<file path="config.mk">
export PLATFORM = sky130hd
export DESIGN_NAME = dioad_top
export DESIGN_NICKNAME = d
export VERILOG_FILES = /design/src/dioad_pkg.sv /design/src/dioad_match.sv /design/src/dioad_top.sv
export VERILOG_INCLUDE_DIRS = /design/src /design/src/src
export SDC_FILE = /design/constraint.sdc
export NUM_CORES = 1
export LEC_CHECK = 0
export BUFFER_PORTS_ARGS = -buffer_cell sky130_fd_sc_hd__buf_2
export CAP_MARGIN = 20
export CORE_ASPECT_RATIO = 1.4
export CORE_MARGIN = 3
export CORE_UTILIZATION = 48
export CTS_CLUSTER_DIAMETER = 80
export DETAILED_ROUTE_END_ITERATION = 12
export HOLD_SLACK_MARGIN = 0.06
export PLACE_DENSITY = 0.82
export SLEW_MARGIN = 10
export SYNTH_ARGS = -nofsm -noshare
export SYNTH_HDL_FRONTEND = slang
export SYNTH_SLANG_ARGS = --single-unit
export TNS_END_PERCENT = 100
</file>
<file path="constraint.sdc">
create_clock -name clock_i -period 1.3 [get_ports clock_i]
set_input_delay 0.26 -clock clock_i [delete_from_list [all_inputs] [get_ports clock_i]]
set_output_delay 0.26 -clock clock_i [all_outputs]
set_load 0.01 [all_outputs]
</file>
<file path="src/dioad_regs.svh">
// constants for the digital i/o module address decode
`ifndef DIOAD_REGS_SVH
`define DIOAD_REGS_SVH

`define DIOAD_ADDR_W       8
`define DIOAD_DATA_W       8
`define DIOAD_MIXED_MAX    8'hFC
`define DIOAD_BYTES_1      3'h1
`define DIOAD_BYTES_2      3'h2
`define DIOAD_BYTES_4      3'h4
`define DIOAD_IDX_OUT0     2'h0
`define DIOAD_IDX_BIDIR    2'h1
`define DIOAD_IDX_IN2      2'h2
`define DIOAD_IDX_IN3      2'h3
`define DIOAD_OUT_RESET    8'h00
`define DIOAD_MODE_SOLO    1'b1

`endif

</file>
<file path="src/dioad_pkg.sv">
// types for the digital i/o module address decode
package dioad_pkg;
  `include "dioad_regs.svh"

  typedef logic [`DIOAD_ADDR_W-1:0] dioad_addr_t;
  typedef logic [`DIOAD_DATA_W-1:0] dioad_byte_t;

  typedef enum logic [1:0] {
    DIOAD_IN_ONLY  = 2'b00,
    DIOAD_OUT_ONLY = 2'b01,
    DIOAD_MIXED    = 2'b10
  } dioad_kind_t;

  typedef enum logic [1:0] {
    DIOAD_IDLE  = 2'b00,
    DIOAD_READ  = 2'b01,
    DIOAD_WRITE = 2'b10
  } dioad_acc_t;
endpackage

</file>
<file path="src/dioad_match.sv">
// window decoder: start address from switch weights plus byte offset
`timescale 1ns/1ps
module dioad_match (
  // switches and access
  input  wire logic [7:0] addr_switch_i,
  input  wire logic [2:0] byte_count_i,
  input  wire logic [7:0] bus_addr_i,
  // result
  output logic            hit_o,
  output logic [1:0]      offset_o
);
  logic [7:0] start;
  logic [8:0] diff;
  logic [7:0] weight  [8];
  logic [7:0] partial [9];

  // summed per rocker so each switch keeps its own binary weight
  assign partial[0] = 8'h00;
  for (genvar i = 0; i < 8; i++) begin : g_weight
    assign weight[i]      = addr_switch_i[i] ? (8'h01 << i) : 8'h00; // RL1
    assign partial[i + 1] = partial[i] + weight[i];
  end
  assign start = partial[8];

  always_comb begin
    diff     = {1'b0, bus_addr_i} - {1'b0, start};
    hit_o    = (diff[8] == 1'b0) && (diff < {6'h00, byte_count_i}); // RL13 RL3
    offset_o = diff[1:0];
  end
endmodule

</file>
<file path="src/dioad_top.sv">
// bus side of a digital input/output module with switch addressing
`timescale 1ns/1ps
`include "dioad_regs.svh"
// Function
// RL1 - The byte address is the sum of the weights of the switches set on.
// RL2 - Plain modules accept addresses 0 to 255, the mixed module starts at 252 at most.
// RL3 - Multi-byte modules take the switch value as start and decode following bytes inside.
// RL4 - Decoding uses only the switches and never the slot position.
// RL5 - Reads serve inputs and writes serve outputs, so shared addresses do not clash.
// RL6 - The configuring party must not reuse an address of the same direction.
// RL7 - The mixed module has byte 0 outputs, bytes 2 and 3 inputs, byte 1 either way.
// RL8 - Byte 1 is an input when read and an output when written.
// RL9 - The byte 1 output register can be read back over the bus.
// RL10 - All output register bits clear to 0 after power-up.
// RL11 - Software keeps byte 1 outputs at 0 when used as inputs and leaves unused channels alone.
// RL12 - The mode slide switch must be at position 1 for standalone operation. The code checks the switch for the mixed module only.
// RL13 - The module answers only for addresses from start to start plus byte count minus one.
module dioad_top (
  // clock and reset
  input  wire logic                clock_i,
  input  wire logic                sys_rst_i,
  // configuration
  input  wire dioad_pkg::dioad_kind_t kind_i,
  input  wire logic [2:0]          byte_count_i,
  input  wire logic [7:0]          addr_switch_i,
  input  wire logic                mode_slide_switch_i,
  // backplane bus
  input  wire logic                bus_rd_i,
  input  wire logic                bus_wr_i,
  input  wire dioad_pkg::dioad_addr_t bus_addr_i,
  input  wire dioad_pkg::dioad_byte_t bus_wdata_i,
  output dioad_pkg::dioad_byte_t   bus_rdata_o,
  output logic                     bus_ack_o,
  // process side
  input  wire logic [31:0]         proc_in_i,
  output logic [31:0]              proc_out_o,
  output logic                     config_err_o
);
  import dioad_pkg::*;

  // ==========================================================
  // decode
  logic       hit;
  logic [1:0] offset;
  logic       start_ok;
  logic       rd_sel;
  logic       wr_sel;

  // slot never enters: only switches, byte count and bus address
  dioad_match u_match (
    .addr_switch_i (addr_switch_i), // RL4
    .byte_count_i  (byte_count_i),
    .bus_addr_i    (bus_addr_i),
    .hit_o         (hit),
    .offset_o      (offset)
  );

  // mixed module is always four bytes and limited in start
  always_comb begin
    start_ok = (kind_i != DIOAD_MIXED) || (addr_switch_i <= `DIOAD_MIXED_MAX); // RL2
    if (kind_i == DIOAD_MIXED) begin
      start_ok = start_ok && (byte_count_i == `DIOAD_BYTES_4) && mode_slide_switch_i;
    end
    // reads only touch input sides, writes only output sides
    rd_sel = bus_rd_i && !bus_wr_i && hit && start_ok && (kind_i != DIOAD_OUT_ONLY); // RL5
    wr_sel = bus_wr_i && !bus_rd_i && hit && start_ok && (kind_i != DIOAD_IN_ONLY);  // RL5
    if (kind_i == DIOAD_MIXED) begin
      // byte 0 writes only, bytes 2 and 3 read only, byte 1 both
      rd_sel = rd_sel && (offset != `DIOAD_IDX_OUT0); // RL7
      wr_sel = wr_sel && (offset == `DIOAD_IDX_OUT0 || offset == `DIOAD_IDX_BIDIR); // RL7 RL8
    end
  end

  // ==========================================================
  // output registers and read data
  logic [3:0][7:0] out_reg;
  logic [3:0][7:0] next_out_reg;
  dioad_byte_t     rdata;
  dioad_byte_t     next_rdata;
  logic            ack;
  logic            next_ack;

  always_comb begin
    next_out_reg = out_reg;
    next_rdata   = rdata;
    next_ack     = rd_sel || wr_sel;
    if (wr_sel) begin
      next_out_reg[offset] = bus_wdata_i; // RL8
    end
    if (rd_sel) begin
      if (kind_i == DIOAD_MIXED && offset == `DIOAD_IDX_BIDIR) begin
        // pins and held output merge: a zero output leaves the input visible
        next_rdata = proc_in_i[15:8] | out_reg[1]; // RL9 RL8 RL11
      end else begin
        next_rdata = proc_in_i[8*offset +: 8];
      end
    end
  end

  always_ff @(posedge clock_i or posedge sys_rst_i) begin
    if (sys_rst_i) begin
      out_reg <= {4{`DIOAD_OUT_RESET}}; // RL10
      rdata   <= `DIOAD_OUT_RESET;
      ack     <= 1'b0;
    end else begin
      out_reg <= next_out_reg;
      rdata   <= next_rdata;
      ack     <= next_ack;
    end
  end

  assign bus_rdata_o  = rdata;
  assign bus_ack_o    = ack;
  assign proc_out_o   = out_reg;
  assign config_err_o = !start_ok; // RL12
endmodule

</file>
; Word level (Yosys, flattened, before mapping)
; Index checks and enable logic that the tools add are counted.
[word_totals]
in_bits = 66
wordCells = 65
output_inout_bits = 42
reg_bits = 41
[op_classes]
n_addsub = 8
n_lt_le_gt_ge = 4
shifts = 1
reduce_logical = 24
n_bitwise = 2
n_mux = 15
eq_ne = 5
[ops]
columns = cell, count
row1 = 8-bit adder, 7
row2 = 32-bit bitwise mux, 1
row3 = 32-bit by 6-bit variable part select with 8-bit output, 1
row4 = 8-bit 2-to-1 mux, 3
row5 = 8-bit demux with 2-bit select, 1
row6 = 1-bit logical AND, 15
row7 = 9-bit by 3-bit less-than comparator with 1-bit output, 1
row8 = 8-bit by 8-bit subtractor with 9-bit output, 1
row9 = "8-bit less-or-equal comparator, second input constant", 1
row10 = 8-bit bitwise OR, 1
row11 = 7-bit 2-to-1 mux, 1
row12 = 6-bit 2-to-1 mux, 1
row13 = 5-bit 2-to-1 mux, 1
row14 = 1-bit 2-to-1 mux, 4
row15 = 4-bit 2-to-1 mux, 1
row16 = 2-bit nonzero test, 2
row17 = "3-bit equality test, second input constant", 1
row18 = 1-bit logical NOT, 3
row19 = 1-bit logical OR, 3
row20 = "2-bit by 3-bit less-than comparator with 1-bit output, second input constant", 1
row21 = 3-bit 2-to-1 mux, 1
row22 = "2-bit by 1-bit equality test with 1-bit output, second input constant", 1
row23 = "2-bit equality test, second input constant", 1
row24 = "2-bit by 1-bit greater-or-equal comparator with 1-bit output, second input constant", 1
row25 = other kinds (5), 5

; Depth between registers and ports, before layout
[logic_depth]
ltp_word = 17
mapped_depth = 12
depth_no_buf = 11

; By module
; From an unflattened synthesis, not the netlist that was laid out.
[hier_totals]
hier_cells = 204
area_unflattened_um2 = 2483.6
[modules_own_cells]
columns = mod, instances, area_per_inst_um2, seq_area_each_um2, cells_each
row1 = dioad_top, 1, 2028.2, 1026.0, 142
row2 = dioad_match, 1, 455.4, 0.0, 62

; Least setup slack after synthesis
; Ideal clock, no wire load.
[synth_path]
path_kind = input to register
from = input bus_addr_i[0]
to = register out_reg, in the netlist proc_out_o[16]
path_buffers = 1
required_ns = 1.175
arrival_time_ns = 2.939
setup_ns = 0.125
cell_stages = 12
path_slack_ns = -1.764
cell_sequence = inv_1 > ha_1 > fa_1 > inv_1 > ha_1 > a21boi_0 > o21ai_0 > o2111ai_1 > nand4b_4 > or4_1 > buf_4 > mux2_4
[synth_between]
elab_chain_len = 8
elab_cells_between_ends = 18
cone_classes = 1 x add/sub / 3 x order compare / 1 x eq/ne / 4 x mux / 1 x bitwise / 8 x reduce/logical
[synth_lines]
columns = item, line
row1 = "start, declared", dioad_top.sv:30  ; input wire dioad_pkg::dioad_addr_t bus_addr_i,
row2 = 8-bit by 8-bit subtractor with 9-bit output *, dioad_match.sv:26  ; diff = {1'b0, bus_addr_i} - {1'b0, start};
row3 = 9-bit by 3-bit less-than comparator with 1-bit output / 1-bit NOT (equally long branches), dioad_match.sv:27  ; hit_o = (diff[8] == 1'b0) && (diff < {6'h00, byte_count_i});
row4 = 1-bit logical AND, dioad_match.sv:27
row5 = 1-bit logical AND (3 in series), dioad_top.sv:66  ; wr_sel = bus_wr_i && !bus_rd_i && hit && start_ok && (kind_i != DIOAD_IN_ONLY);
row6 = 1-bit logical AND, dioad_top.sv:70  ; wr_sel = wr_sel && (offset == `DIOAD_IDX_OUT0 || offset == `DIOAD_IDX_BIDIR);
row7 = 1-bit 2-to-1 mux, dioad_top.sv:67  ; if (kind_i == DIOAD_MIXED) begin
row8 = "end signal, assigned", dioad_top.sv:102  ; out_reg <= {4{`DIOAD_OUT_RESET}};
row9 = "end signal, assigned", dioad_top.sv:106  ; out_reg <= next_out_reg;
row10 = "end, declared", dioad_top.sv:76  ; logic [3:0][7:0] out_reg;
; Every way passes the cells marked *; elsewhere a longest branch is shown, timed or not.
; A chain may end at the register's enable or synchronous reset.

; Worst setup path after layout
[layout_path]
from = input bus_addr_i[0]
to = register out_reg, in the netlist proc_out_o[22]
; Same word-level chain as after synthesis.

==> run summary <==
The library cells used most frequently in the layout, excluding fill and tap cells, are 101 x sky130_fd_sc_hd__buf_2, 45 x sky130_fd_sc_hd__buf_4, 41 x sky130_fd_sc_hd__dfrtp_1. The count of cells in the finished layout, fillers not included, comes to 439. The capture point of the worst reg-to-reg path is bus_rdata_o[5]. The number of antenna violations at the first check in global routing came out at 0.

For this run, the share of the core covered by cells in the final layout is 77.8%. The count of routing violations after the opening detailed-route iteration came out at 70. Headroom to the max-slew limit came out at 79.9%. The final reports fail on negative setup slack. The post-route total power is between 0.003 and 0.004 W. The slew of the pin with the lowest slew margin came out at 301 ps. The weighted congestion at the end of routability-driven global placement came out at 0.791.

The flow ran to the end, but the final reports show violations. Entering global routing, the biggest net connects 42 pins. The count of flip-flops with a built-in enable after synthesis came out at 0. The area of placed instances came out at approximately 3500 um2. The analysis attributes to cell leakage a power of 2.13 nW.

The initial utilization of the core area, before any placement, comes to 50.8%. The count of placed standard cells including taps is 419. The worst hold path belongs to the class input port to flop. The first global-routing pass estimated 12100 um of wire. The estimated wirelength of the detail-placed design is 5510 um. The synthesized net count came out at roughly 290. The clock latency on the worst-skew pair came out at 290 ps.

Counting I/O delays and the setup requirement, the final critical path takes 2680 ps. The count of port buffers added during placement came out at 107. Summed over all layers, the routed wires come to about 7600 um. The number of pins exceeding their max-slew limit in the final report is 0. 0 antenna diodes ended up in the layout. The largest fanout of any net on the critical path is 8. STA puts the critical path data arrival time at 2860 ps. The synthesized area per cell is 12.0 um2. The floorplan has 30 rows. The routed length per instance came out at roughly 17 um. The number of hold-slack violations in the final timing report is 0. For this run, the slowest stage of the critical path takes 620 ps. The synthesized netlist cell count is 210.

The required time at the worst-slack endpoint came out at ~1500 ps. Dividing the detail-routed via count by the number of cells gives 5.36. The horizontal die dimension came out at about 67 um. The most used flip-flop cell after synthesis is sky130_fd_sc_hd__dfrtp_1.

Final hold analysis gives a worst-case slack of 235 ps. The fill cell total of the finished layout came out at 331. The post-route standard cell area excluding fillers is 3850 um2.

The sink count of the clock tree is 41. TritonCTS built the clock tree. The global route total overflow is 0.

After clock tree synthesis, the clock-pin slew on the worst setup and hold paths is 90 ps. The share of the cycle needed by the critical path after routing came out at 206%. The fraction of the yosys area taken by sequential cells came out at about two fifths. The final-stage net count is 452. The root buffer cell chosen for the clock tree is sky130_fd_sc_hd__clkbuf_8. The worst setup path is launched from an input port. The ratio of cells with drive above 1 in the final layout is 64.5%.

The max-capacitance violation count came out at 0. The clock arrives with 4.04 ps of skew. The area added between synthesis and finish is 53.1%. The number of nets with antenna violations after detailed routing is 0. The number of cells on the worst reg-to-reg path is 3.

For this run, the top clock speed supported by timing is roughly 370 MHz. Setup violations remaining at the end of the flow were counted as 42. The clock tree buffer depth is 2.

The type of the worst setup path is input port to flop. After layout, the worst setup slack is -1380 ps. IR analysis of the VDD net gives a maximum drop of 0.870 mV. The area occupied by multi-input gates is roughly 1500 um2.

The library cell used most frequently in the layout, excluding fill and tap cells, is sky130_fd_sc_hd__buf_2. The iteration count of the initial detailed-routing pass is 4. Following the worst setup path forward leads to its endpoint at proc_out_o[22]. The maximum level of the CTS H-tree is 2. The flip-flop and latch count after synthesis is 41.

In this run the critical register-to-register path is launched from proc_out_o[13]. The number of clock buffers added by TritonCTS is 5. The summed instance area of the synthesized netlist came out at 2520 um2. Dividing total power by cell area gives a power density of 816 nW/um2.

After detailed routing, the number of remaining DRC violations is 0. The register-to-register setup slack came out at 290 ps. The share of synthesized flip-flops with an asynchronous set or reset is 100%.

The core box area came out at approximately 5000 um2. The warning count from the yosys run came out at 0. ~110 I/O pins were placed. The signal on the critical path passes through buf_8 -> inv_12 -> ha_4 -> fa_1 -> inv_2 -> ha_4 -> a21boi_2 -> o21ai_1 -> o2111ai_1 -> nand4b_4 -> or4_4 -> mux2_4.

The via count of the first global-routing pass was 2608. The endpoint type of the worst setup path is a flop. The critical path starts at bus_addr_i[0]. The area of the die came out at 6160 um2. The slowest cell on the critical path is sky130_fd_sc_hd__or4_4. The y dimension of the die is roughly 92 um. In this run, distinct cell masters in the synthesized netlist total 45. The total number of vias came out at approximately 2400. Setup repair after global routing could not meet its margin everywhere. Counting stages on the worst path, the most repeated cell is sky130_fd_sc_hd__ha_4. The sequential standard cell area came out at 1030 um2. The global-route total usage across every layer came out at 25.9%.
[metrics by stage]
stage	setup slack, ps	TNS (ps)
6_report	-1380	-53150
5_1_grt	-1450	-56460
2_1_floorplan	-1670	-65910
3_3_place_gp	-1850	-72630
3_5_place_dp	-1910	-75200
4_1_cts	-1400	-53880
[power by group]
part	internal (W)	switching [W]	total (W)
registers	0.00131	0.0000198	0.00133
logic	0.000524	0.000448	0.000972
clock network	0.000381	0.000466	0.000847
total	0.00221	0.000934	0.00315
[cell type report]
cell class	count	share of cell area, %
Multi-Input combinational cell	149	39.5
Timing Repair Buffer	163	27.8
Sequential cell	41	26.6
Tap cell	64	2.08
Clock buffer	5	1.79
Inverter	14	1.69
Clock inverter	3	0.552
[cell families after synthesis]
group                    Yosys count  share of synthesized area, %
multiplexers                      48                          26.3
AND/OR/NAND/NOR                   55                          13.7
buffers and inverters             20                          3.18
AO/OA/AOI/OAI                     33                          9.50
adder cells (fa/ha/maj)           12                          6.27
XOR/XNOR                           1                         0.348
flip-flops                        41                          40.8
[layer usage]
metal	share of wire [%]	vias to the layer above	routed length [um]	track usage [%]
li1	-	1096	-	-
met1	34	1143	2610	26.8
met2	57	97	4320	47.8
met3	6.7	18	513	6.62
met4	2.6	0	196	10.2
met5	0	-	0	0
[critical path: cells and delay by family]
family / cells / cell delay [ps]
compound gates: 3 / 390
simple gates: 2 / 840
fa+ha+maj: 3 / 850
mux: 1 / 340
buf+inv: 3 / 180
[synthesized netlist by cell type (2+ instances only)]
cell / count / area (um2)
sky130_fd_sc_hd__nor4_4: 2 / 42.5
sky130_fd_sc_hd__o2111ai_1: 2 / 17.5
sky130_fd_sc_hd__mux2_4: 8 / 120
sky130_fd_sc_hd__o211ai_1: 2 / 15.0
sky130_fd_sc_hd__nand2b_1: 4 / 25.0
sky130_fd_sc_hd__a21oi_1: 15 / 75.1
sky130_fd_sc_hd__mux4_2: 8 / 180
sky130_fd_sc_hd__o21ai_0: 4 / 20.0
sky130_fd_sc_hd__nor2_1: 22 / 82.6
sky130_fd_sc_hd__buf_1: 2 / 7.51
sky130_fd_sc_hd__ha_1: 11 / 138
sky130_fd_sc_hd__inv_1: 14 / 52.6
sky130_fd_sc_hd__dfrtp_1: 41 / 1030
sky130_fd_sc_hd__clkbuf_1: 2 / 7.51
sky130_fd_sc_hd__nand4_1: 2 / 12.5
sky130_fd_sc_hd__mux2_2: 32 / 360
sky130_fd_sc_hd__nor3_2: 3 / 30.0
sky130_fd_sc_hd__nand2_1: 6 / 22.5
sky130_fd_sc_hd__nor2b_1: 4 / 25.0
[timing repair]
item                       4_1_cts  5_1_grt
pin swaps                       11        9
setup endpoints to repair       42       42
resized for setup               18       21
hold buffers                     1        0
hold endpoints to repair        41        0
setup buffers                    9        4
[worst min-delay path by stage]
| stage | end | depth (start not counted) | startpoint |
|---|---|---|---|
| floorplan | proc_out_o[10] | 1 | bus_wdata_i[2] |
| global placement | bus_rdata_o[0] | 3 | sys_rst_i |
| detailed placement | proc_out_o[8] | 3 | sys_rst_i |
| CTS | proc_out_o[21] | 2 | bus_wdata_i[5] |
| global route | proc_out_o[21] | 2 | bus_wdata_i[5] |
| finish | proc_out_o[21] | 2 | bus_wdata_i[5] |
[sequential cells by signal (all words and copies together), names as in the netlist]
name and flops:
bus_ack_o 1, bus_rdata_o 8, proc_out_o 32
(Power assumes the default switching activity.)
